**src/verilog/rtc_counter_defines.svh**
```systemverilog
// ============================================================
// Register indices, field positions, reset values and timing
// for the real-time counter core.
// Assumes byte registers, each in one 32-bit word at 4 x index.
// ============================================================
// What this block does
// - Prescale timebase by two to field power
// - Control applies two ticks later, busy meanwhile
// - Standby-run bit chooses stop or run standby
// - Enable bit starts and stops counting
// - Status shows compare, wrap, count, control busy
// - Interrupt enables: compare bit 1, wrap 0
// - Count equal wrap limit wraps to zero
// - Compare flag set on match, one clears
// - Wrap flag set on wrap, one clears
// - One shared scratch byte for 16-bit access
// - Debug halt stops counting unless keep-running
// - Two-bit source select picks the timebase
// - Count low byte at base, high plus one
// - Enabled counter emits wrap and compare events
// - Interrupt asserted while flag and enable set
// - Counter keeps running in idle sleep
`ifndef RTC_COUNTER_DEFINES_SVH
`define RTC_COUNTER_DEFINES_SVH

// Register indices; byte address is four times the index
`define IDX_CONTROL      4'h0
`define IDX_STATUS       4'h1
`define IDX_IRQ_ENABLE   4'h2
`define IDX_IRQ_FLAGS    4'h3
`define IDX_SCRATCH      4'h4
`define IDX_DEBUG        4'h5
`define IDX_SOURCE       4'h7
`define IDX_RESERVED     4'h6
`define IDX_COUNT_LO     4'h8
`define IDX_COUNT_HI     4'h9
`define IDX_WRAP_LO      4'hA
`define IDX_WRAP_HI      4'hB
`define IDX_COMPARE_LO   4'hC
`define IDX_COMPARE_HI   4'hD

// Field positions
`define CTRL_ENABLE_BIT  0
`define CTRL_PRESC_LSB   3
`define CTRL_PRESC_MSB   6
`define CTRL_STDBY_BIT   7
`define FLAG_WRAP_BIT    0
`define FLAG_CMP_BIT     1
// Control bits that hold a value; bits 2:1 always read zero
`define CTRL_WR_MASK     8'hF9

// Sync-busy slot numbers in the status byte
`define SYNC_CTRL        0
`define SYNC_COUNT       1
`define SYNC_WRAP        2
`define SYNC_COMPARE     3

// Reset values
`define RST_BYTE         8'h00
`define RST_COUNT        16'h0000
`define RST_WRAP         16'hFFFF
`define RST_COMPARE      16'h0000

// Timebase ticks from a write until it takes effect
`define SYNC_TICKS       2'h2

// AXI responses
`define RESP_OKAY        2'h0
`define RESP_SLVERR      2'h2

`endif

```
**src/verilog/rtc_counter_pkg.sv**
```systemverilog
// ============================================================
// Types shared by the real-time counter core.
// Assumes the defines header is included where needed.
// ============================================================
package rtc_counter_pkg;

  // Control byte as seen by the counting logic
  typedef struct packed {
    logic       standby_run;
    logic [3:0] presc;
    logic [1:0] rsvd;
    logic       counter_enable;
  } control_main_s;

  // Timebase source codes
  typedef enum logic [1:0] {
    SRC_ULP_32K,
    SRC_ULP_1K,
    SRC_CRYSTAL,
    SRC_EXT_PIN
  } timebase_source_e;

endpackage : rtc_counter_pkg

```
**src/verilog/rtc_counter_core.sv**
```systemverilog
// ============================================================
// Real-time counter core with AXI4-Lite byte registers.
// Assumes timebase sources arrive as one-cycle enables on aclk
// and sleep and debug status as synchronous levels.
// ============================================================
`timescale 1ns/10ps
`include "rtc_counter_defines.svh"

module rtc_counter_core
  import rtc_counter_pkg::*;
#(
  parameter int ADDR_W = 6
) (
  input  wire logic              aclk,
  input  wire logic              aresetn,
  input  wire logic [ADDR_W-1:0] awaddr,
  input  wire logic              awvalid,
  output logic                   awready,
  input  wire logic [31:0]       wdata,
  input  wire logic [3:0]        wstrb,
  input  wire logic              wvalid,
  output logic                   wready,
  output logic [1:0]             bresp,
  output logic                   bvalid,
  input  wire logic              bready,
  input  wire logic [ADDR_W-1:0] araddr,
  input  wire logic              arvalid,
  output logic                   arready,
  output logic [31:0]            rdata,
  output logic [1:0]             rresp,
  output logic                   rvalid,
  input  wire logic              rready,
  input  wire logic              ulp_32k_tick,
  input  wire logic              ulp_1k_tick,
  input  wire logic              crystal_tick,
  input  wire logic              ext_pin_tick,
  input  wire logic              standby_sleep,
  input  wire logic              debug_halt,
  output logic                   irq,
  output logic                   wrap_event,
  output logic                   compare_event
);

  // ==========================================================
  // Functions
  // ==========================================================
  // Word index of a byte address; low two bits are ignored
  function automatic logic [3:0] reg_index(
    input logic [ADDR_W-1:0] addr);
    reg_index = addr[5:2];
  endfunction : reg_index

  // Index holds a register
  function automatic logic is_mapped(input logic [ADDR_W-1:0] a);
    is_mapped = (a[ADDR_W-1:2] <= `IDX_COMPARE_HI) &&
                (a[5:2] != `IDX_RESERVED);
  endfunction : is_mapped

  // ==========================================================
  // State
  // ==========================================================
  logic             awready_ff, wready_ff, bvalid_ff, arready_ff;
  logic             rvalid_ff;
  logic [1:0]       bresp_ff, rresp_ff;
  logic [31:0]      rdata_ff;
  logic [ADDR_W-1:0] aw_addr_ff;
  logic [7:0]       w_data_ff;
  logic             w_lane_ff;
  control_main_s    ctrl_sw_ff, ctrl_act_ff;
  logic [1:0]       irq_en_ff, irq_flags_ff;
  logic [7:0]       scratch_ff;
  logic             keep_run_ff;
  timebase_source_e src_ff;
  logic [15:0]      count_ff, cnt_sw_ff;
  logic [15:0]      wrap_sw_ff, wrap_act_ff;
  logic [15:0]      cmp_sw_ff, cmp_act_ff;
  logic [1:0]       sync_ff [4];
  logic [14:0]      presc_ff;
  logic             irq_ff, wrap_evt_ff, cmp_evt_ff;

  logic             wr_go, wr_en, ar_hs;
  logic [3:0]       wr_idx, rd_idx;
  logic [3:0]       sync_start, sync_apply, busy;
  logic             tb_tick, run, cnt_step, wrap_hit, cmp_hit;
  logic [14:0]      presc_mask;
  logic [15:0]      nxt_count;
  logic [7:0]       rd_byte;

  // ==========================================================
  // Bus slave
  // ==========================================================
  // Address and data latch independently; ready low means held
  assign wr_go  = !awready_ff && !wready_ff && !bvalid_ff;
  assign wr_en  = wr_go && w_lane_ff;   // Only byte lane 0 counts
  assign wr_idx = reg_index(aw_addr_ff);
  assign ar_hs  = arvalid && arready_ff;
  assign rd_idx = reg_index(araddr);

  // Write address and data channels
  always_ff @(posedge aclk) begin
    if (!aresetn) begin
      awready_ff <= 1'b1;
      wready_ff  <= 1'b1;
      aw_addr_ff <= '0;
      w_data_ff  <= `RST_BYTE;
      w_lane_ff  <= 1'b0;
    end else begin
      if (awvalid && awready_ff) begin
        awready_ff <= 1'b0;
        aw_addr_ff <= awaddr;
      end
      if (wvalid && wready_ff) begin
        wready_ff <= 1'b0;
        w_data_ff <= wdata[7:0];
        w_lane_ff <= wstrb[0];
      end
      if (wr_go) begin
        awready_ff <= 1'b1;
        wready_ff  <= 1'b1;
      end
    end
  end

  // Write response; unmapped addresses answer SLVERR
  always_ff @(posedge aclk) begin
    if (!aresetn) begin
      bvalid_ff <= 1'b0;
      bresp_ff  <= `RESP_OKAY;
    end else if (wr_go) begin
      bvalid_ff <= 1'b1;
      bresp_ff  <= is_mapped(aw_addr_ff) ? `RESP_OKAY : `RESP_SLVERR;
    end else if (bready) begin
      bvalid_ff <= 1'b0;
    end
  end

  // Read mux; high bytes come from the scratch latch
  always_comb begin
    rd_byte = `RST_BYTE;
    case (rd_idx)
      `IDX_CONTROL:    rd_byte = ctrl_sw_ff;
      `IDX_STATUS:     rd_byte = {4'h0, busy};
      `IDX_IRQ_ENABLE: rd_byte = {6'h00, irq_en_ff};
      `IDX_IRQ_FLAGS:  rd_byte = {6'h00, irq_flags_ff};
      `IDX_SCRATCH:    rd_byte = scratch_ff;
      `IDX_DEBUG:      rd_byte = {7'h00, keep_run_ff};
      `IDX_SOURCE:     rd_byte = {6'h00, src_ff};
      `IDX_COUNT_LO:   rd_byte = count_ff[7:0];
      `IDX_WRAP_LO:    rd_byte = wrap_sw_ff[7:0];
      `IDX_COMPARE_LO: rd_byte = cmp_sw_ff[7:0];
      `IDX_COUNT_HI,
      `IDX_WRAP_HI,
      `IDX_COMPARE_HI: rd_byte = scratch_ff;
      default:         rd_byte = `RST_BYTE;
    endcase
  end

  // Read channel, one cycle from address to data
  always_ff @(posedge aclk) begin
    if (!aresetn) begin
      arready_ff <= 1'b1;
      rvalid_ff  <= 1'b0;
      rdata_ff   <= '0;
      rresp_ff   <= `RESP_OKAY;
    end else if (ar_hs) begin
      arready_ff <= 1'b0;
      rvalid_ff  <= 1'b1;
      rdata_ff   <= {24'h000000, rd_byte};
      rresp_ff   <= is_mapped(araddr) ? `RESP_OKAY : `RESP_SLVERR;
    end else if (rvalid_ff && rready) begin
      rvalid_ff  <= 1'b0;
      arready_ff <= 1'b1;
    end
  end

  // ==========================================================
  // Software-side registers
  // ==========================================================
  // Plain settings take effect at once; control only reaches the counter after its sync
  always_ff @(posedge aclk) begin
    if (!aresetn) begin
      ctrl_sw_ff  <= `RST_BYTE;
      irq_en_ff   <= 2'h0;
      keep_run_ff <= 1'b0;
      src_ff      <= SRC_ULP_32K;
    end else if (wr_en) begin
      case (wr_idx)
        `IDX_CONTROL:    ctrl_sw_ff  <= w_data_ff & `CTRL_WR_MASK;
        `IDX_IRQ_ENABLE: irq_en_ff   <= w_data_ff[1:0];
        `IDX_DEBUG:      keep_run_ff <= w_data_ff[0];
        `IDX_SOURCE:     src_ff      <= timebase_source_e'(w_data_ff[1:0]);
        default:         ;
      endcase
    end
  end

  // Scratch latch: written by low bytes, loaded by low-byte reads.
  // A write in the same cycle as a read wins the latch.
  always_ff @(posedge aclk) begin
    if (!aresetn) begin
      scratch_ff <= `RST_BYTE;
    end else if (wr_en && (wr_idx == `IDX_SCRATCH ||
                           wr_idx == `IDX_COUNT_LO ||
                           wr_idx == `IDX_WRAP_LO ||
                           wr_idx == `IDX_COMPARE_LO)) begin
      scratch_ff <= w_data_ff;
    end else if (ar_hs) begin
      case (rd_idx)
        `IDX_COUNT_LO:   scratch_ff <= count_ff[15:8];
        `IDX_WRAP_LO:    scratch_ff <= wrap_sw_ff[15:8];
        `IDX_COMPARE_LO: scratch_ff <= cmp_sw_ff[15:8];
        default:         ;
      endcase
    end
  end

  // High-byte write commits the whole 16-bit word at once
  always_ff @(posedge aclk) begin
    if (!aresetn) begin
      cnt_sw_ff  <= `RST_COUNT;
      wrap_sw_ff <= `RST_WRAP;
      cmp_sw_ff  <= `RST_COMPARE;
    end else if (wr_en) begin
      case (wr_idx)
        `IDX_COUNT_HI:   cnt_sw_ff  <= {w_data_ff, scratch_ff};
        `IDX_WRAP_HI:    wrap_sw_ff <= {w_data_ff, scratch_ff};
        `IDX_COMPARE_HI: cmp_sw_ff  <= {w_data_ff, scratch_ff};
        default:         ;
      endcase
    end
  end

  // ==========================================================
  // Synchronisation into the timebase
  // ==========================================================
  // Selected timebase tick
  always_comb begin
    case (src_ff)
      SRC_ULP_32K: tb_tick = ulp_32k_tick;
      SRC_ULP_1K:  tb_tick = ulp_1k_tick;
      SRC_CRYSTAL: tb_tick = crystal_tick;
      SRC_EXT_PIN: tb_tick = ext_pin_tick;
      default:     tb_tick = 1'b0;
    endcase
  end

  assign sync_start[`SYNC_CTRL]    = wr_en && wr_idx == `IDX_CONTROL;
  assign sync_start[`SYNC_COUNT]   = wr_en && wr_idx == `IDX_COUNT_HI;
  assign sync_start[`SYNC_WRAP]    = wr_en && wr_idx == `IDX_WRAP_HI;
  assign sync_start[`SYNC_COMPARE] = wr_en && wr_idx == `IDX_COMPARE_HI;

  // Each slot counts two timebase ticks; a stopped source keeps
  // the busy bit set, which software must watch for.
  always_ff @(posedge aclk) begin
    for (int i = 0; i < 4; i++) begin
      if (!aresetn) begin
        sync_ff[i] <= 2'h0;
      end else if (sync_start[i]) begin
        sync_ff[i] <= `SYNC_TICKS;
      end else if (tb_tick && sync_ff[i] != 2'h0) begin
        sync_ff[i] <= sync_ff[i] - 2'h1;
      end
    end
  end

  always_comb begin
    for (int i = 0; i < 4; i++) begin
      busy[i]       = sync_ff[i] != 2'h0;
      sync_apply[i] = tb_tick && sync_ff[i] == 2'h1;
    end
  end

  // Active copies used by the counting logic
  always_ff @(posedge aclk) begin
    if (!aresetn) begin
      ctrl_act_ff <= `RST_BYTE;
      wrap_act_ff <= `RST_WRAP;
      cmp_act_ff  <= `RST_COMPARE;
    end else begin
      if (sync_apply[`SYNC_CTRL])
        ctrl_act_ff <= ctrl_sw_ff;
      if (sync_apply[`SYNC_WRAP])
        wrap_act_ff <= wrap_sw_ff;
      if (sync_apply[`SYNC_COMPARE])
        cmp_act_ff  <= cmp_sw_ff;
    end
  end

  // ==========================================================
  // Counting
  // ==========================================================
  // Idle sleep is not an input: the counter never stops for it
  assign run = ctrl_act_ff.counter_enable &&
               !(standby_sleep && !ctrl_act_ff.standby_run) &&
               !(debug_halt && !keep_run_ff);

  assign presc_mask = 15'((16'h0001 << ctrl_act_ff.presc) - 16'h0001);
  assign cnt_step   = tb_tick && run &&
                      ((presc_ff & presc_mask) == presc_mask);
  assign wrap_hit   = cnt_step && count_ff == wrap_act_ff;
  assign nxt_count  = wrap_hit ? `RST_COUNT : count_ff + 16'h0001;
  assign cmp_hit    = cnt_step && nxt_count == cmp_act_ff;

  // Prescaler runs on timebase ticks only while counting
  always_ff @(posedge aclk) begin
    if (!aresetn)
      presc_ff <= '0;
    else if (tb_tick && run)
      presc_ff <= presc_ff + 15'h0001;
  end

  // A synchronised count write replaces the step of that tick
  always_ff @(posedge aclk) begin
    if (!aresetn)
      count_ff <= `RST_COUNT;
    else if (sync_apply[`SYNC_COUNT])
      count_ff <= cnt_sw_ff;
    else if (cnt_step)
      count_ff <= nxt_count;
  end

  // Flags: a hardware set beats a same-cycle clear
  always_ff @(posedge aclk) begin
    if (!aresetn) begin
      irq_flags_ff <= 2'h0;
    end else begin
      for (int i = 0; i < 2; i++) begin
        if ((i == `FLAG_WRAP_BIT) ? wrap_hit : cmp_hit)
          irq_flags_ff[i] <= 1'b1;
        else if (wr_en && wr_idx == `IDX_IRQ_FLAGS && w_data_ff[i])
          irq_flags_ff[i] <= 1'b0;
      end
    end
  end

  // Event pulses and interrupt request
  always_ff @(posedge aclk) begin
    if (!aresetn) begin
      wrap_evt_ff <= 1'b0;
      cmp_evt_ff  <= 1'b0;
      irq_ff      <= 1'b0;
    end else begin
      wrap_evt_ff <= wrap_hit;
      cmp_evt_ff  <= cmp_hit;
      irq_ff      <= |(irq_flags_ff & irq_en_ff);
    end
  end

  assign awready       = awready_ff;
  assign wready        = wready_ff;
  assign bvalid        = bvalid_ff;
  assign bresp         = bresp_ff;
  assign arready       = arready_ff;
  assign rvalid        = rvalid_ff;
  assign rdata         = rdata_ff;
  assign rresp         = rresp_ff;
  assign irq           = irq_ff;
  assign wrap_event    = wrap_evt_ff;
  assign compare_event = cmp_evt_ff;
endmodule : rtc_counter_core

```
**config.mk**
```make
export PLATFORM = sky130hd
export DESIGN_NAME = rtc_counter_core
export DESIGN_NICKNAME = d
export VERILOG_FILES = /design/src/verilog/rtc_counter_pkg.sv /design/src/verilog/rtc_counter_core.sv
export VERILOG_INCLUDE_DIRS = /design/src /design/src/verilog
export SDC_FILE = /design/constraint.sdc
export NUM_CORES = 1
export LEC_CHECK = 0
export BUFFER_PORTS_ARGS = -buffer_cell sky130_fd_sc_hd__buf_2
export CORE_ASPECT_RATIO = 0.6
export CORE_UTILIZATION = 35
export DETAILED_ROUTE_END_ITERATION = 8
export GPL_TIMING_DRIVEN = 0
export PLACE_DENSITY_LB_ADDON = 0.1
export SYNTH_ARGS = -nofsm -noshare
export SYNTH_HDL_FRONTEND = slang
export SYNTH_SLANG_ARGS = --single-unit
```
**constraint.sdc**
```tcl
create_clock -name aclk -period 7.15 [get_ports aclk]
set_input_delay 0.3575 -clock aclk [delete_from_list [all_inputs] [get_ports aclk]]
set_output_delay 0.3575 -clock aclk [all_outputs]
set_load 0.03 [all_outputs]
```
# --- Word-level counts from Yosys, hierarchy flattened ---
# Memories as Yosys holds them, arrays and structs flattened.
# Index checks and enable logic that the tools add are counted.
word_totals:
  register_bits: 173
  mem_bits_rw: 8
  in_bits: 61
  output_inout_bits: 44
  elab_cells: 215
  memories: 1
op_classes:
  add_sub_neg: 7
  magnitude_cmp: 2
  eq_ne: 35
  n_shift: 1
  muxes: 57
  bitwise_logic: 11
  reduce_logical: 68
memory_table:
  columns: ["memory", "words", "width", "read_ports", "rd_ports_with_merged_regs", "write_ports", "line", "rtl"]
  rows:
  - ["sync_ff", 4, 2, 4, 0, 4, "rtc_counter_core.sv:77", "logic [1:0] sync_ff [4];"]
ops:
  columns: ["op", "count"]
  rows:
  - ["one-hot mux 8 bit (10 select lines)", 1]
  - ["== test 4 bit (second input constant)", 12]
  - ["2-to-1 mux 16 bit", 3]
  - ["2-to-1 mux 1 bit", 39]
  - ["logical AND 1 bit", 33]
  - ["== test 16 bit", 2]
  - ["== test 4 x 3 -> 1 bit (second input constant)", 6]
  - ["one-hot mux 8 bit (3 select lines)", 1]
  - ["2-to-1 mux 2 bit", 10]
  - ["nonzero test 2 bit", 10]
  - ["adder 16 x 1 -> 16 bit (second input constant)", 1]
  - ["== test 4 x 2 -> 1 bit (second input constant)", 4]
  - ["2-to-1 mux 8 bit", 2]
  - ["AND reduction 2 bit", 8]
  - ["adder 15 x 1 -> 15 bit (second input constant)", 1]
  - ["AND 15 bit", 1]
  - ["== test 15 bit", 1]
  - ["<< shifter 1 x 4 -> 15 bit (first input constant)", 1]
  - ["subtractor 15 x 1 -> 15 bit (second input constant)", 1]
  - ["== test 2 x 1 -> 1 bit (second input constant)", 5]
  - ["<= comparator 4 bit (second input constant)", 2]
  - ["logical NOT 4 bit", 2]
  - ["!= test 4 x 3 -> 1 bit (second input constant)", 2]
  - ["OR 1 bit", 8]
  - ["12 further kinds", 25]

# --- Logic depth before layout (Yosys ltp) ---
# Gate-level depths: netlist of run 1.
depth:
  ltp_word: 12
  mapped_depth: 14
  depth_no_buf: 11

# --- Worst setup path after synthesis of run 1 ---
# OpenSTA, ideal clock, no wires.
synth_path:
  path_kind: "reg2reg"
  from: "register ctrl_act_ff[5] in the netlist's numbering"
  to: "register irq_flags_ff[1]"
  setup_time_ns: 0.116
  arrival_ns: 2.514
  required_time_ns: 7.034
  path_slack_ns: 4.520
  path_stages_with_launch: 14
  n_path_buf: 2
  synth_period_minus_slack_ns: 2.630
  path_cell_list: "dfxtp_1 > buf_2 > nor2_1 > nand3_1 > ha_1 > buf_2 > nand2b_1 > a21oi_1 > a311oi_1 > and4bb_4 > and3_1 > nor2_1 > o22a_1 > a31o_2"
synth_via:
  elab_chain_cells: 10
  elab_cells_between_ends: 11
  cone_classes: "add/sub: 1; eq/ne: 2; shift: 1; mux: 2; bitwise: 1; reduce/logical: 4"
synth_rtl:
  columns: ["item", "line", "rtl"]
  rows:
  - ["start, declared", "rtc_counter_core.sv:69", "control_main_s ctrl_sw_ff, ctrl_act_ff;"]
  - ["start signal, assigned", "rtc_counter_core.sv:276", "ctrl_act_ff <= `RST_BYTE;"]
  - ["start signal, assigned", "rtc_counter_core.sv:281", "ctrl_act_ff <= ctrl_sw_ff;"]
  - ["<< shifter 1 x 4 -> 15 bit *", "rtc_counter_core.sv:297", "assign presc_mask = 15'((16'h0001 << ctrl_act_ff.presc) - 16'h0001);"]
  - ["subtractor 15 x 1 -> 15 bit *", "rtc_counter_core.sv:297", null]
  - ["AND 15 bit", "rtc_counter_core.sv:299", "((presc_ff & presc_mask) == presc_mask);"]
  - ["== test 15 bit *", "rtc_counter_core.sv:299", null]
  - ["logical AND 1 bit *", "rtc_counter_core.sv:298", "assign cnt_step = tb_tick && run &&"]
  - ["logical AND 1 bit", "rtc_counter_core.sv:300", "assign wrap_hit = cnt_step && count_ff == wrap_act_ff;"]
  - ["2-to-1 mux 16 bit", "rtc_counter_core.sv:301", "assign nxt_count = wrap_hit ? `RST_COUNT : count_ff + 16'h0001;"]
  - ["== test 16 bit", "rtc_counter_core.sv:302", "assign cmp_hit = cnt_step && nxt_count == cmp_act_ff;"]
  - ["logical AND 1 bit *", "rtc_counter_core.sv:302", null]
  - ["2-to-1 mux 1 bit or nonzero test 2 bit (tied branches)", null, null]
  - ["end signal, assigned", "rtc_counter_core.sv:325", "irq_flags_ff <= 2'h0;"]
  - ["end signal, assigned by index", "rtc_counter_core.sv:329", "irq_flags_ff[i] <= 1'b1;"]
  - ["end signal, assigned by index", "rtc_counter_core.sv:331", "irq_flags_ff[i] <= 1'b0;"]
  - ["end, declared", "rtc_counter_core.sv:70", "logic [1:0] irq_en_ff, irq_flags_ff;"]
# Mark *: on every way between the ends. The rest lies on a longest branch, timed or not.
# A chain may end at the register's enable or synchronous reset.

# --- Final worst setup path of run 1 ---
layout_path:
  from: "register count_ff[1]"
  to: "register cmp_evt_ff, in the netlist compare_event"
layout_via:
  elab_chain_cells: 5
  elab_cells_between_ends: 6
  cone_classes: "add/sub: 1; eq/ne: 2; mux: 1; reduce/logical: 2"
layout_rtl:
  columns: ["item", "line", "rtl"]
  rows:
  - ["start, declared", "rtc_counter_core.sv:74", "logic [15:0] count_ff, cnt_sw_ff;"]
  - ["start signal, assigned", "rtc_counter_core.sv:315", "count_ff <= `RST_COUNT;"]
  - ["start signal, assigned", "rtc_counter_core.sv:317", "count_ff <= cnt_sw_ff;"]
  - ["start signal, assigned", "rtc_counter_core.sv:319", "count_ff <= nxt_count;"]
  - ["parallel branches: the longest is 2 deep, another holds adder 16 x 1 -> 16 bit", null, null]
  - ["2-to-1 mux 16 bit *", "rtc_counter_core.sv:301", null]
  - ["== test 16 bit *", "rtc_counter_core.sv:302", null]
  - ["logical AND 1 bit *", "rtc_counter_core.sv:302", null]
  - ["end signal, assigned", "rtc_counter_core.sv:344", "cmp_evt_ff <= cmp_hit;"]
  - ["end, declared", "rtc_counter_core.sv:79", "logic irq_ff, wrap_evt_ff, cmp_evt_ff;"]
# Mark *: on every way between the ends.

==> summary by stage, run 1 <==
Setup path
The startpoint class of the critical path is a flip-flop. Across all register-to-register paths, the minimum setup slack is 3.86 ns. The delay of the slowest cell on the worst path is 0.66 ns.

The worst setup path is captured at a flip-flop. The critical path class is flip-flop to flip-flop. The endpoint arrival time on the critical path is 3.67 ns. The worst setup path startpoint is count_ff[1]. The critical path goes through ha_1 -> clkbuf_1 -> nand3_1 -> nor2_2 -> xnor2_1 -> o22ai_1 -> or4_1 -> a221oi_1 -> and4bb_2 -> and3_1. The most critical setup path has its endpoint at compare_event. The end of the worst register-to-register path is compare_event. The largest driver fanout on the critical path is 7.

The beginning of the worst register-to-register path is count_ff[1]. The standard cell with the maximum stage delay on the critical path is sky130_fd_sc_hd__dfxtp_1. The required time reported for the critical path endpoint is 7.54 ns. The path depth of the worst reg2reg path is 10.

Floorplanning
The starting utilization of the core area is 36.0%. The row count is 44. The die is 125 µm tall. After floorplanning, the core was sized to cover 24400 µm². The floorplan step defined a die boundary enclosing 25800 µm².

In this run the count of I/O pins placed on the die edge is 105. The width of the chip is 207 µm.

Placed design
Timing analysis after detailed placement gives a worst setup slack of 3.96 ns. At the end of routability-driven placement, the weighted congestion stood at 0.926. Detailed placement ended at an HPWL of 22900 µm. During placement, the flow inserted port buffers numbering 45.

CTS
The number of levels the H-tree was split into is 4. The tree built by TritonCTS fans out to 177 sinks. The maximum buffer depth of the clock tree is 2. The clock root buffer master is sky130_fd_sc_hd__clkbuf_16. The clock latency on the worst-skew pair is 0.45 ns.

In this run, CTS created clock tree buffers numbering 17. The number of setup buffers added after CTS is 0. After clock tree synthesis, the clock-pin slew on the worst setup and hold paths is 0.07 ns.

The total of cells resized after clock tree synthesis is 0. The count of hold-fix buffers inserted at cts is 0. TritonCTS built the clock tree.

STA
The number of failing setup endpoints in the final timing report is 0. Setup repair after global routing left no endpoint under its margin. The max-slew violation total from the final report is 0. At the pin with the least slew margin, the transition time is 1.18 ns. In the finished design, the share of the clock period the worst path needs comes to 46.0%. Counting I/O delays and the setup requirement, the final critical path takes 3.29 ns. The number of endpoints with negative hold slack in the final report is 0. The timing-limited maximum frequency is 304 MHz. The max-slew headroom at the worst pin is 20.6%. The final worst clock skew is 0.00992 ns. The total negative slack for setup checks is 0 ns.

After layout, the worst setup slack is 3.86 ns.

Logic synthesis
The cell area that synthesis handed to floorplanning was 8800 µm². Summing the areas of all xor and xnor instances in the mapped netlist gives 4.18% of the synthesized area. The count of synthesis-stage warnings from yosys is 0. The share of synthesized flip-flops with an asynchronous set or reset is 0%. The number of synthesized flops with an enable pin is 8. The synthesized-area fraction occupied by and/or/nand/nor cells is 27.7%. The predominant post-synthesis flop cell is sky130_fd_sc_hd__dfxtp_1. Synthesis inferred 177 register bits. After Yosys synthesis, full adders, half adders and majority gates account for 1.56% of the synthesized area. Each instance of the synthesized netlist takes up on average 7.82 µm².

The compound-gate portion of the synthesized area is 14.8%. Counting every instance in the synthesized netlist gives 1126. Counting distinct cell types in the post-synthesis netlist gives 71. By area, the combinational part of the netlist is dominated by simple AND/OR/NAND/NOR gates.

Of the synthesized area, sequential elements account for 41.2%. The portion of synthesized area spent on multiplexers is 4.02%.

Pwr
Internal power comes to 1640 µW. For this design the total switching power over the nets is 598 µW. Net switching is 26.7% of the power. The part of the total power dissipated in combinational logic is 10.7%.

The share of total power in sequential cells is 46.7%. In this run the static leakage power is 0.00391 µW. The clock network is responsible for 42.7% of the overall power. VDD sags by at most 0.134 mV.

Dividing total power by cell area gives a power density of 221 nW/µm².

Min path
The kind of path behind the tightest hold check is input port to flip-flop.

Layout
The number of nets at the end of the flow is 1287. The share of layout cells above drive strength 1 is 11.5%. The library cells used most frequently in the layout, excluding fill and tap cells, are 240 x sky130_fd_sc_hd__nand2_1, 169 x sky130_fd_sc_hd__dfxtp_1, 108 x sky130_fd_sc_hd__a21oi_1. From synthesis to final layout, the design area changed by 15.0%. The repair_antennas step left the layout with diodes totalling 0. The utilization after layout is 41.4%. The leading cell type in the layout, fill and taps excluded is sky130_fd_sc_hd__nand2_1.

GRT
The number of global-route vias before repair was 7414. The wire length of the first global-routing pass is 46200 µm. Entering global routing, the biggest net connects 17 pins. Summed over all layers, the global routing overflow is 0.

The initial antenna violation count is 0. The global-route total usage across every layer is 24.5%.

Status
The flow ran to the end, and the final reports show no timing, DRC or antenna violations.

Drt
The post-route antenna net violation count is 0. For this block, the initial DRC count from the detailed router was 902. The final layout contains routed wiring with a total length of 30500 µm. The routed layout has 8199 vias. For this run, the detailed router's first-pass iteration total came to 5. Dividing the detail-routed wire length by the instance count gives 19.7 µm.

After detailed routing, the number of remaining DRC violations is 0. The mean number of vias per cell is 5.29.

Flow run
The number of max-cap violations is 0.
[critical path: cells and delay by family, from the launching register on]
kind / cells / cell delay (ns)
AND/OR/NAND/NOR: 5 / 1.40
flip-flops: 1 / 0.66
buffers and inverters: 1 / 0.36
AO/OA/AOI/OAI: 2 / 0.36
adder cells (fa/ha/maj): 1 / 0.24
XOR/XNOR: 1 / 0.19
[state kept, by name (all words and copies together) (netlist names), 4 cells and up]
| signal | cells |
|---|---|
| cmp_act_ff | 16 |
| cmp_sw_ff | 16 |
| cnt_sw_ff | 16 |
| count_ff | 16 |
| wrap_act_ff | 16 |
| wrap_sw_ff | 16 |
| presc_ff | 15 |
| rdata | 8 |
| scratch_ff | 8 |
| sync_ff | 8 |
| w_data_ff | 8 |
| ctrl_act_ff | 6 |
| ctrl_sw_ff | 6 |
| aw_addr_ff | 4 |
[per-stage QoR]
| step | instances | cell area, µm² | hold WS, ns | power (µW) |
|---|---|---|---|---|
| final | 1550 | 10100 | 0.158 | 2240 |
| after global routing | 1550 | 10100 | 0.148 | 2330 |
| after CTS | 1550 | 10100 | 0.143 | 2250 |
| after detailed placement | 1518 | 9530 | 0.448 | 1300 |
| after global placement | 1518 | 9530 | 0.437 | 1300 |
| after floorplan | 1151 | 8900 | 0.431 | 1220 |
[layout make-up]
type,count,area [µm²]
clock inverters,7,71.3
multi-input cells,854,4700
flip-flops and latches,177,3620
well taps,322,403
fillers,2599,14300
clock buffers,25,527
repair buffers,45,225
inverters,19,71.3
plain buffers,101,504
[metal layers]
metal  GRT usage (%)  wire (µm)
met4            5.93        396
met5               0          0
met2            30.9      11400
met1            39.0      16100
met3            7.04       2630
[cells by family after synthesis]
family | count (synthesis)
and+or+nand+nor | 532
AOI/OAI and AO/OA | 211
DFF | 177
buffers and inverters | 120
xor gates and xnor gates | 42
muxes | 32
adders and majority gates | 11
other | 1
[synthesized netlist by cell type, types with 9 or more instances]
library cell / n / share of area (%)
sky130_fd_sc_hd__or3_1: 12 / 0.85
sky130_fd_sc_hd__nand2b_1: 17 / 1.2
sky130_fd_sc_hd__mux2i_1: 23 / 2.6
sky130_fd_sc_hd__clkbuf_1: 54 / 2.3
sky130_fd_sc_hd__nor2_1: 107 / 4.6
sky130_fd_sc_hd__dfxtp_1: 169 / 38
sky130_fd_sc_hd__ha_1: 11 / 1.6
sky130_fd_sc_hd__buf_2: 15 / 0.85
sky130_fd_sc_hd__a311oi_1: 10 / 0.99
sky130_fd_sc_hd__a21oi_1: 108 / 6.1
sky130_fd_sc_hd__nor3_1: 21 / 1.2
sky130_fd_sc_hd__nand2_1: 240 / 10
sky130_fd_sc_hd__xor2_1: 17 / 1.7
sky130_fd_sc_hd__xnor2_1: 25 / 2.5
sky130_fd_sc_hd__nand3_1: 73 / 4.1
sky130_fd_sc_hd__buf_4: 26 / 2.2
sky130_fd_sc_hd__o21ai_0: 29 / 1.6
sky130_fd_sc_hd__nand4_1: 13 / 0.92
sky130_fd_sc_hd__and3_1: 9 / 0.64
sky130_fd_sc_hd__inv_1: 18 / 0.77
[power groups by stage]
stage          logic [µW]  registers, µW  clock network [µW]
3_3_place_gp          236           1070                   0
2_1_floorplan         162           1060                   0
4_1_cts               237           1050                 969
3_5_place_dp          236           1070                   0
6_report              239           1050                 956
5_1_grt               261           1050                1020
[worst min-delay path by stage]
stage,endpoint,slack [ns],cells after the start,start
after floorplan,ctrl_act_ff[7],0.43,2,ctrl_act_ff[7]
after global placement,bresp[1],0.44,2,bresp[1]
after global routing,aw_addr_ff[3],0.15,3,awaddr[3]
after CTS,w_data_ff[7],0.14,3,wdata[7]
final,w_data_ff[7],0.16,3,wdata[7]
after detailed placement,cnt_sw_ff[13],0.45,2,cnt_sw_ff[13]
Power figures use the tool's default switching activity.
==> run 2: changes to the inputs <==
Clock period 7.15 ns to 3.05 ns, I/O delays scaled along.
==> run 2 against run 1 <==
Worst hold slack worse by 0.13 ns; flip-flop and latch count stayed put; sequential power grew 130%; wire length grew 0.71%; critical path depth shrank 1; first-iteration DRC count fell by 5.8%; via count up 1.8%; count of clock-buffer cells in the layout unchanged; maximum frequency grew 15%; die area unchanged; register-to-register slack got worse by 3.7 ns.
==> summary by stage, run 2 (synthesis results as in run 1) <==
Min path
The worst hold path begins at awvalid. The cell count of the worst hold path came to 3 (unchanged). The kind of path behind the tightest hold check is input port to flip-flop.

STA
The measured slew at the worst slew-check pin was 0.864 ns (-0.318 ns). The number of failing setup endpoints in the final timing report came to 0 (unchanged). The period utilization is 93.9% (+48 points). The final worst clock skew came to 0.00807 ns (-0.00185 ns). The max-slew violation total from the final report was 0 (unchanged). The number of endpoints with negative hold slack in the final report is 0 (unchanged). The total negative slack for setup checks is 0 ns (unchanged). Setup repair after global routing left no endpoint under its margin. The max-slew headroom at the worst pin is 42.2% (+22 points). The timing-limited maximum frequency is 349 MHz (+15%). The post-layout minimum cycle time was 2.87 ns (-0.422 ns).

Setup path
The delay of the slowest cell on the worst path is 0.51 ns (-0.15 ns). The startpoint identified for the worst register-to-register timing path is count_ff[1]. The minimum setup slack among reg-to-reg paths is 0.18 ns (-3.68 ns). The number of buffer and inverter stages on the critical path is 0 (-1). The depth of the critical timing path with buffers and inverters included is 9 (-1).

The worst setup path is captured at a flip-flop. The startpoint class of the critical path is a flip-flop. The slowest stage of the critical path belongs to the cell sky130_fd_sc_hd__dfxtp_2. Among cell families on the critical path, the largest total delay comes from simple AND/OR/NAND/NOR gates. The endpoint arrival time on the critical path came to 3.25 ns (-0.42 ns).

Walking the worst path, the cells encountered are ha_2 -> nand3_1 -> nor2_2 -> xnor2_1 -> o22ai_1 -> or4_1 -> a221oi_1 -> and4bb_2 -> and3_1. The largest driver fanout on the critical path came to 7 (unchanged). The required time reported for the critical path endpoint is 3.44 ns (-4.10 ns).

The critical path class is flip-flop to flip-flop. The path depth of the worst reg2reg path is 9 (-1). The worst setup path startpoint is count_ff[1].

GRT
The largest net degree at the start of global routing is 17 (unchanged). The initial antenna violation count is 0 (unchanged). The number of global-route vias before repair is 7517 (+1.4%). The wire length of the first global-routing pass is 46500 µm (+0.73%). The global-route total usage across every layer came to 24.6% (+0.13 points).

The residual overflow from global routing is 0 (unchanged).

Drt
The mean number of vias per cell came to 5.33 (+0.74%). The via count of the routed design is 8345 (+1.8%). The post-route antenna net violation count is 0 (unchanged).

The number of design rule violations left after detail routing is 0 (unchanged). The post-detailed-route wirelength per cell is 19.6 µm (-0.32%). The first-pass iteration count of the detailed router is 5 (unchanged). The violation count after the first detailed-route iteration is 850 (-5.8%). The detailed-route wire length is 30700 µm (+0.71%).

CTS
The clock latency on the worst-skew pair is 0.45 ns (about the same). TritonCTS built the clock tree. The maximum buffer depth of the clock tree came to 2 (unchanged). The number of levels the H-tree was split into is 4 (unchanged).

The number of buffers created by CTS is 17 (unchanged). The number of sinks driven by the clock tree is 177 (unchanged). The clock slew seen by the registers of the worst setup and hold paths is 0.07 ns (about the same).

CTS placed an instance of sky130_fd_sc_hd__clkbuf_16 at the clock tree root.

Pwr
The net switching component of the power is 1400 µW (+130%). The leakage power total is 0.00401 µW (+2.5%). The internal power component is 3870 µW (+140%). The power density over cell area was 508 nW/µm² (+130%).

The part of the total power dissipated in combinational logic is 11.0% (+0.3 points). The switching share of total power is 26.5% (-0.12 points). The fraction of power consumed by the clock network is 42.4% (-0.3 points). The worst supply voltage drop on vdd is 0.324 mV (+140%). The share of total power in sequential cells is 46.6% (about the same).

Status
The run finished with clean final reports.

Layout
The share of layout cells above drive strength 1 is 12.4% (+0.90 points). The area growth from synthesis to layout is 17.6%. The antenna diode instance count came to 0 (unchanged). In the layout the commonest cells are 240 x sky130_fd_sc_hd__nand2_1, 168 x sky130_fd_sc_hd__dfxtp_1, 108 x sky130_fd_sc_hd__a21oi_1.

The number of nets at the end of the flow is 1303 (+1.2%). The utilization after layout came to 42.4% (+0.93 points). The leading cell type in the layout, fill and taps excluded is sky130_fd_sc_hd__nand2_1.

Floorplanning
The standard cell core area is 24400 µm² (unchanged). The floorplan die height is 125 µm (unchanged). The width of the chip came to 207 µm (unchanged). The row count is 44 (unchanged).

The I/O pin count is 105 (unchanged). The starting utilization of the core area is 36.0% (unchanged). The area of the die was 25800 µm² (unchanged).

Placed design
The HPWL after detailed placement was 22900 µm (unchanged). The final RePlAce weighted congestion is 0.926 (unchanged). The count of input and output buffers is 45 (unchanged).

Flow run
The number of max-cap violations came to 0 (unchanged).
## run 2: power by group through the flow
| stage | Clock (µW) | Sequential [µW] | Combinational [µW] |
|---|---|---|---|
| 6_report | 2230 | 2450 | 578 |
| 5_1_grt | 2390 | 2460 | 630 |
| 3_3_place_gp | 0 | 2500 | 553 |
| 4_1_cts | 2270 | 2450 | 571 |
| 2_1_floorplan | 0 | 2490 | 379 |
| 3_5_place_dp | 0 | 2500 | 554 |
## run 2: layer usage
metal | up-vias | wire length, µm | share of wire (%) | global-route usage, %
li1 | 4058 | - | - | -
met1 | 3933 | 15700 | 51 | 38.9
met2 | 321 | 11500 | 37 | 31.4
met3 | 33 | 3020 | 9.8 | 7.09
met4 | 0 | 455 | 1.5 | 6.10
met5 | - | 0 | 0 | 0
## run 2: what timing repair did
item                                    CTS  global route
hold buffers                             15             0
setup buffers                             0             2
gates cloned                              0             0
pin swaps                                 0             2
resized for setup                         6            10
hold endpoints to repair                 15             0
endpoints found under the setup margin   11            17
## run 2: worst reg2reg max path: cells and delay by family (launching register included)
kind | cells | cell delay [ns]
AOI/OAI and AO/OA | 2 | 0.36
and+or+nand+nor | 5 | 1.36
DFF | 1 | 0.51
xor gates and xnor gates | 1 | 0.20
adders and majority gates | 1 | 0.38
## run 2: through the flow
step	hold WS, ns	total power (µW)	setup WS, ns	instance area, µm²	std cells
3_5_place_dp	0.414	3060	-0.137	9530	1518
3_3_place_gp	0.415	3060	-0.149	9530	1518
6_report	0.0288	5260	0.185	10400	1566
4_1_cts	0.00414	5290	0.0225	10300	1565
5_1_grt	0.00709	5470	0.00402	10400	1566
2_1_floorplan	0.300	2870	0.420	8900	1151
## run 2: cell type report
| cell class | instances | area (µm²) |
|---|---|---|
| buffer | 100 | 507 |
| clock buffer | 25 | 527 |
| clock inverter | 7 | 71.3 |
| fill | 2582 | 14100 |
| inverter | 19 | 71.3 |
| multi-input combinational | 854 | 4760 |
| sequential | 177 | 3620 |
| tap | 322 | 403 |
| timing repair buffer | 62 | 390 |
## run 2: path summary, 6_finish.rpt
check	end
setup / recovery	compare_event
hold / removal	aw_addr_ff[3]
setup reg to reg	compare_event
hold reg to reg	cnt_sw_ff[13]
==> run 3: changes to the inputs <==
Settings changed: CTS_CLUSTER_SIZE set to 20, PLACE_DENSITY_LB_ADDON 0.1 to not set.
==> run 3 against run 2 <==
Global-route usage is 0.84 points lower; clock power is 3% lower; non-clock buffer count is 1 lower; sequential power hardly changed; first-iteration DRC count is 5.5% higher; combinational power hardly changed; count of clock-buffer cells in the layout is 5 lower; final area is 0.33% lower; maximum frequency is 4.5% lower; wire length is 2.2% lower; clock skew is 0.0020 ns higher; critical path type unchanged; highest routed layer unchanged.
==> summary by stage, run 3 (synthesis results as in run 1) <==
Pwr
The total power of the final layout is 5210 µW (-1.1%). The power density over cell area is 504 nW/µm² (-0.78%). The switching share of total power is 27.0% (+0.44 points). The worst supply voltage drop on vdd came to 0.362 mV (+12%).

The part of the total power dissipated in combinational logic is 11.1% (about the same). The share of total power in sequential cells is 47.1% (+0.5 points). The internal power component is 3800 µW (-1.7%).

The fraction of power consumed by the clock network is 41.7% (-0.7 points). The leakage power total is 0.00400 µW (-0.23%). The net switching component of the power is 1400 µW (+0.52%).

CTS
The clock latency on the worst-skew pair is 0.45 ns (about the same). The clock tree from TritonCTS is done. The number of levels the H-tree was split into is 4 (unchanged).

The number of buffers created by CTS is 17 (unchanged). The maximum buffer depth of the clock tree is 2 (unchanged). The clock slew seen by the registers of the worst setup and hold paths is 0.07 ns (about the same).

The number of sinks driven by the clock tree was 177 (unchanged). The clock root buffer master is sky130_fd_sc_hd__clkbuf_16.

Floorplanning
The row count is 44 (unchanged). The I/O pin count is 105 (unchanged). The floorplan die height is 125 µm (unchanged).

The starting utilization of the core area was 36.0% (unchanged). The area of the die was 25800 µm² (unchanged). The width of the chip is 207 µm (unchanged). The standard cell core area is 24400 µm² (unchanged).

STA
The measured slew at the worst slew-check pin is 1.17 ns (+0.305 ns). The timing-limited maximum frequency was 333 MHz (-4.5%). The post-layout minimum cycle time came to 3.00 ns (+0.134 ns). Setup repair after global routing could not meet its margin everywhere. The period utilization is 98.3% (+4.4 points). The number of failing setup endpoints in the final timing report was 0 (unchanged).

The max-slew violation total from the final report is 0 (unchanged). The smallest hold slack came to 0.0220 ns (-0.00678 ns). The total negative slack for setup checks came to 0 ns (unchanged).

The number of endpoints with negative hold slack in the final report is 0 (unchanged). The final worst clock skew came to 0.0100 ns (+0.00197 ns). The max-slew headroom at the worst pin was 21.5% (-21 points).

Setup path
The worst setup path is captured at a flip-flop. The critical path is of the flip-flop to flip-flop type. The endpoint arrival time on the critical path was 3.38 ns (+0.13 ns).

The critical path starts at count_ff[1]. The top cell family by delay on the critical path is simple AND/OR/NAND/NOR gates. The number of buffer and inverter stages on the critical path is 0 (unchanged). The largest driver fanout on the critical path is 7 (unchanged).

Walking the worst path, the cells encountered are ha_1 -> nand3_1 -> nor2_2 -> xnor2_1 -> o22ai_1 -> or4_1 -> a221oi_1 -> and4bb_2 -> and3_1. The delay of the slowest cell on the worst path is 0.50 ns (about the same). The end of the worst register-to-register path is compare_event.

The beginning of the worst register-to-register path is count_ff[1]. STA classifies the critical path startpoint as a flip-flop. The minimum setup slack among reg-to-reg paths is 0.05 ns (-0.13 ns). The required time reported for the critical path endpoint came to 3.43 ns (about the same). The standard cell with the maximum stage delay on the critical path is sky130_fd_sc_hd__dfxtp_2. The path depth of the worst reg2reg path came to 9 (unchanged).

The depth of the critical timing path with buffers and inverters included is 9 (unchanged).

Layout
Relative to the synthesized area, the layout overhead comes to 17.3%. The number of nets at the end of the flow is 1302 (-0.077%). The utilization after layout is 42.2% (-0.14 points). The number of standard cells in the final layout excluding fillers was 1564 (-0.13%). The number of fillers in the final layout is 2507 (-2.9%). In the layout the commonest cells are 240 x sky130_fd_sc_hd__nand2_1, 167 x sky130_fd_sc_hd__dfxtp_1, 108 x sky130_fd_sc_hd__a21oi_1. The share of layout cells above drive strength 1 is 12.2% (-0.22 points). The antenna diode instance count is 0 (unchanged). The library cell used most frequently in the layout, excluding fill and tap cells, is sky130_fd_sc_hd__nand2_1.

Min path
The cell count of the worst hold path came to 3 (unchanged). The path with the worst hold slack has its endpoint at aw_addr_ff[5]. The beginning of the worst hold path is awvalid. The worst hold path belongs to the class input port to flip-flop.

Drt
The first-pass iteration count of the detailed router is 7 (+2). The violation count after the first detailed-route iteration is 897 (+5.5%). The via count of the routed design is 8395 (+0.60%). The post-route antenna net violation count is 0 (unchanged). The number of design rule violations left after detail routing was 0 (unchanged).

The detailed-route wire length is 30000 µm (-2.2%). The post-detailed-route wirelength per cell is 19.2 µm (-2.1%). The mean number of vias per cell is 5.37 (+0.73%).

GRT
The number of global-route vias before repair is 7563 (+0.61%). The global-route total usage across every layer was 23.8% (-0.84 points). The residual overflow from global routing came to 0 (unchanged).

The wire length of the first global-routing pass is 45400 µm (-2.4%). The largest net degree at the start of global routing is 17 (unchanged). The initial antenna violation count was 0 (unchanged).

Status
The flow ran to the end, and the final reports show no timing, DRC or antenna violations.

Placed design
The HPWL after detailed placement is 22200 µm (-3.1%). The count of placed standard cells including taps is 1518 (unchanged). The final RePlAce weighted congestion is 0.948 (+2.3%).

The count of input and output buffers came to 45 (unchanged).

Flow run
The number of max-cap violations is 0 (unchanged).
-- run 3: cell types whose count changed in the layout (fill, tap and decap cells not counted), sizes merged --
| cell | delta |
|---|---|
| clkinv | +4 |
| bufinv | +1 |
| clkinvlp | -1 |
| buf | -1 |
| clkbuf | -5 |
-- run 3: per-layer routing --
metal  vias to the layer above  part of all wire (%)  track usage (%)
met5                         -                     0                0
met4                         0                   1.6             6.31
met3                        35                    11             7.22
met2                       358                    38             30.1
met1                      3950                    50             37.4
li1                       4052                     -                -
-- run 3: what timing repair did --
action,4_1_cts,5_1_grt
pin swaps,0,2
hold buffers,15,0
resized for setup,5,14
endpoints found under the setup margin,16,18
buffers inserted,0,1
hold endpoints to repair,15,0
-- run 3: worst max path at each step --
stage,slack (ns),endpoint
2_1_floorplan,0.42,irq_flags_ff[1]
3_3_place_gp,-0.15,irq_flags_ff[1]
3_5_place_dp,-0.12,irq_flags_ff[1]
4_1_cts,0.02,compare_event
5_1_grt,-0.07,compare_event
6_report,0.05,compare_event
-- run 3: tightest hold or removal path: cells and delay by family --
family,cells,cell delay (ns)
compound gates,1,0.05
buf+inv,1,0.13
simple gates,1,0.08
-- run 3: final cells by class --
class / instances / area [µm²] / area share (%)
multi-input cells: 854 / 4770 / 46.2
clock buffers: 20 / 447 / 4.33
well taps: 322 / 403 / 3.90
flip-flops and latches: 177 / 3630 / 35.1
inverters: 19 / 71.3 / 0.691
repair buffers: 61 / 383 / 3.71
plain buffers: 100 / 509 / 4.93
clock inverters: 11 / 115 / 1.12
-- run 3: per-stage QoR --
| step | setup WS [ns] | area, µm² |
|---|---|---|
| 2_1_floorplan | 0.420 | 8900 |
| 3_3_place_gp | -0.146 | 9530 |
| 3_5_place_dp | -0.121 | 9530 |
| 4_1_cts | 0.0205 | 10300 |
| 5_1_grt | -0.0696 | 10300 |
| 6_report | 0.0509 | 10300 |
-- run 3: power by group through the flow --
stage	combinational, µW	clock, µW	sequential [µW]
4_1_cts	568	2190	2450
2_1_floorplan	379	0	2490
3_5_place_dp	550	0	2500
5_1_grt	631	2280	2460
3_3_place_gp	542	0	2500
6_report	580	2170	2450
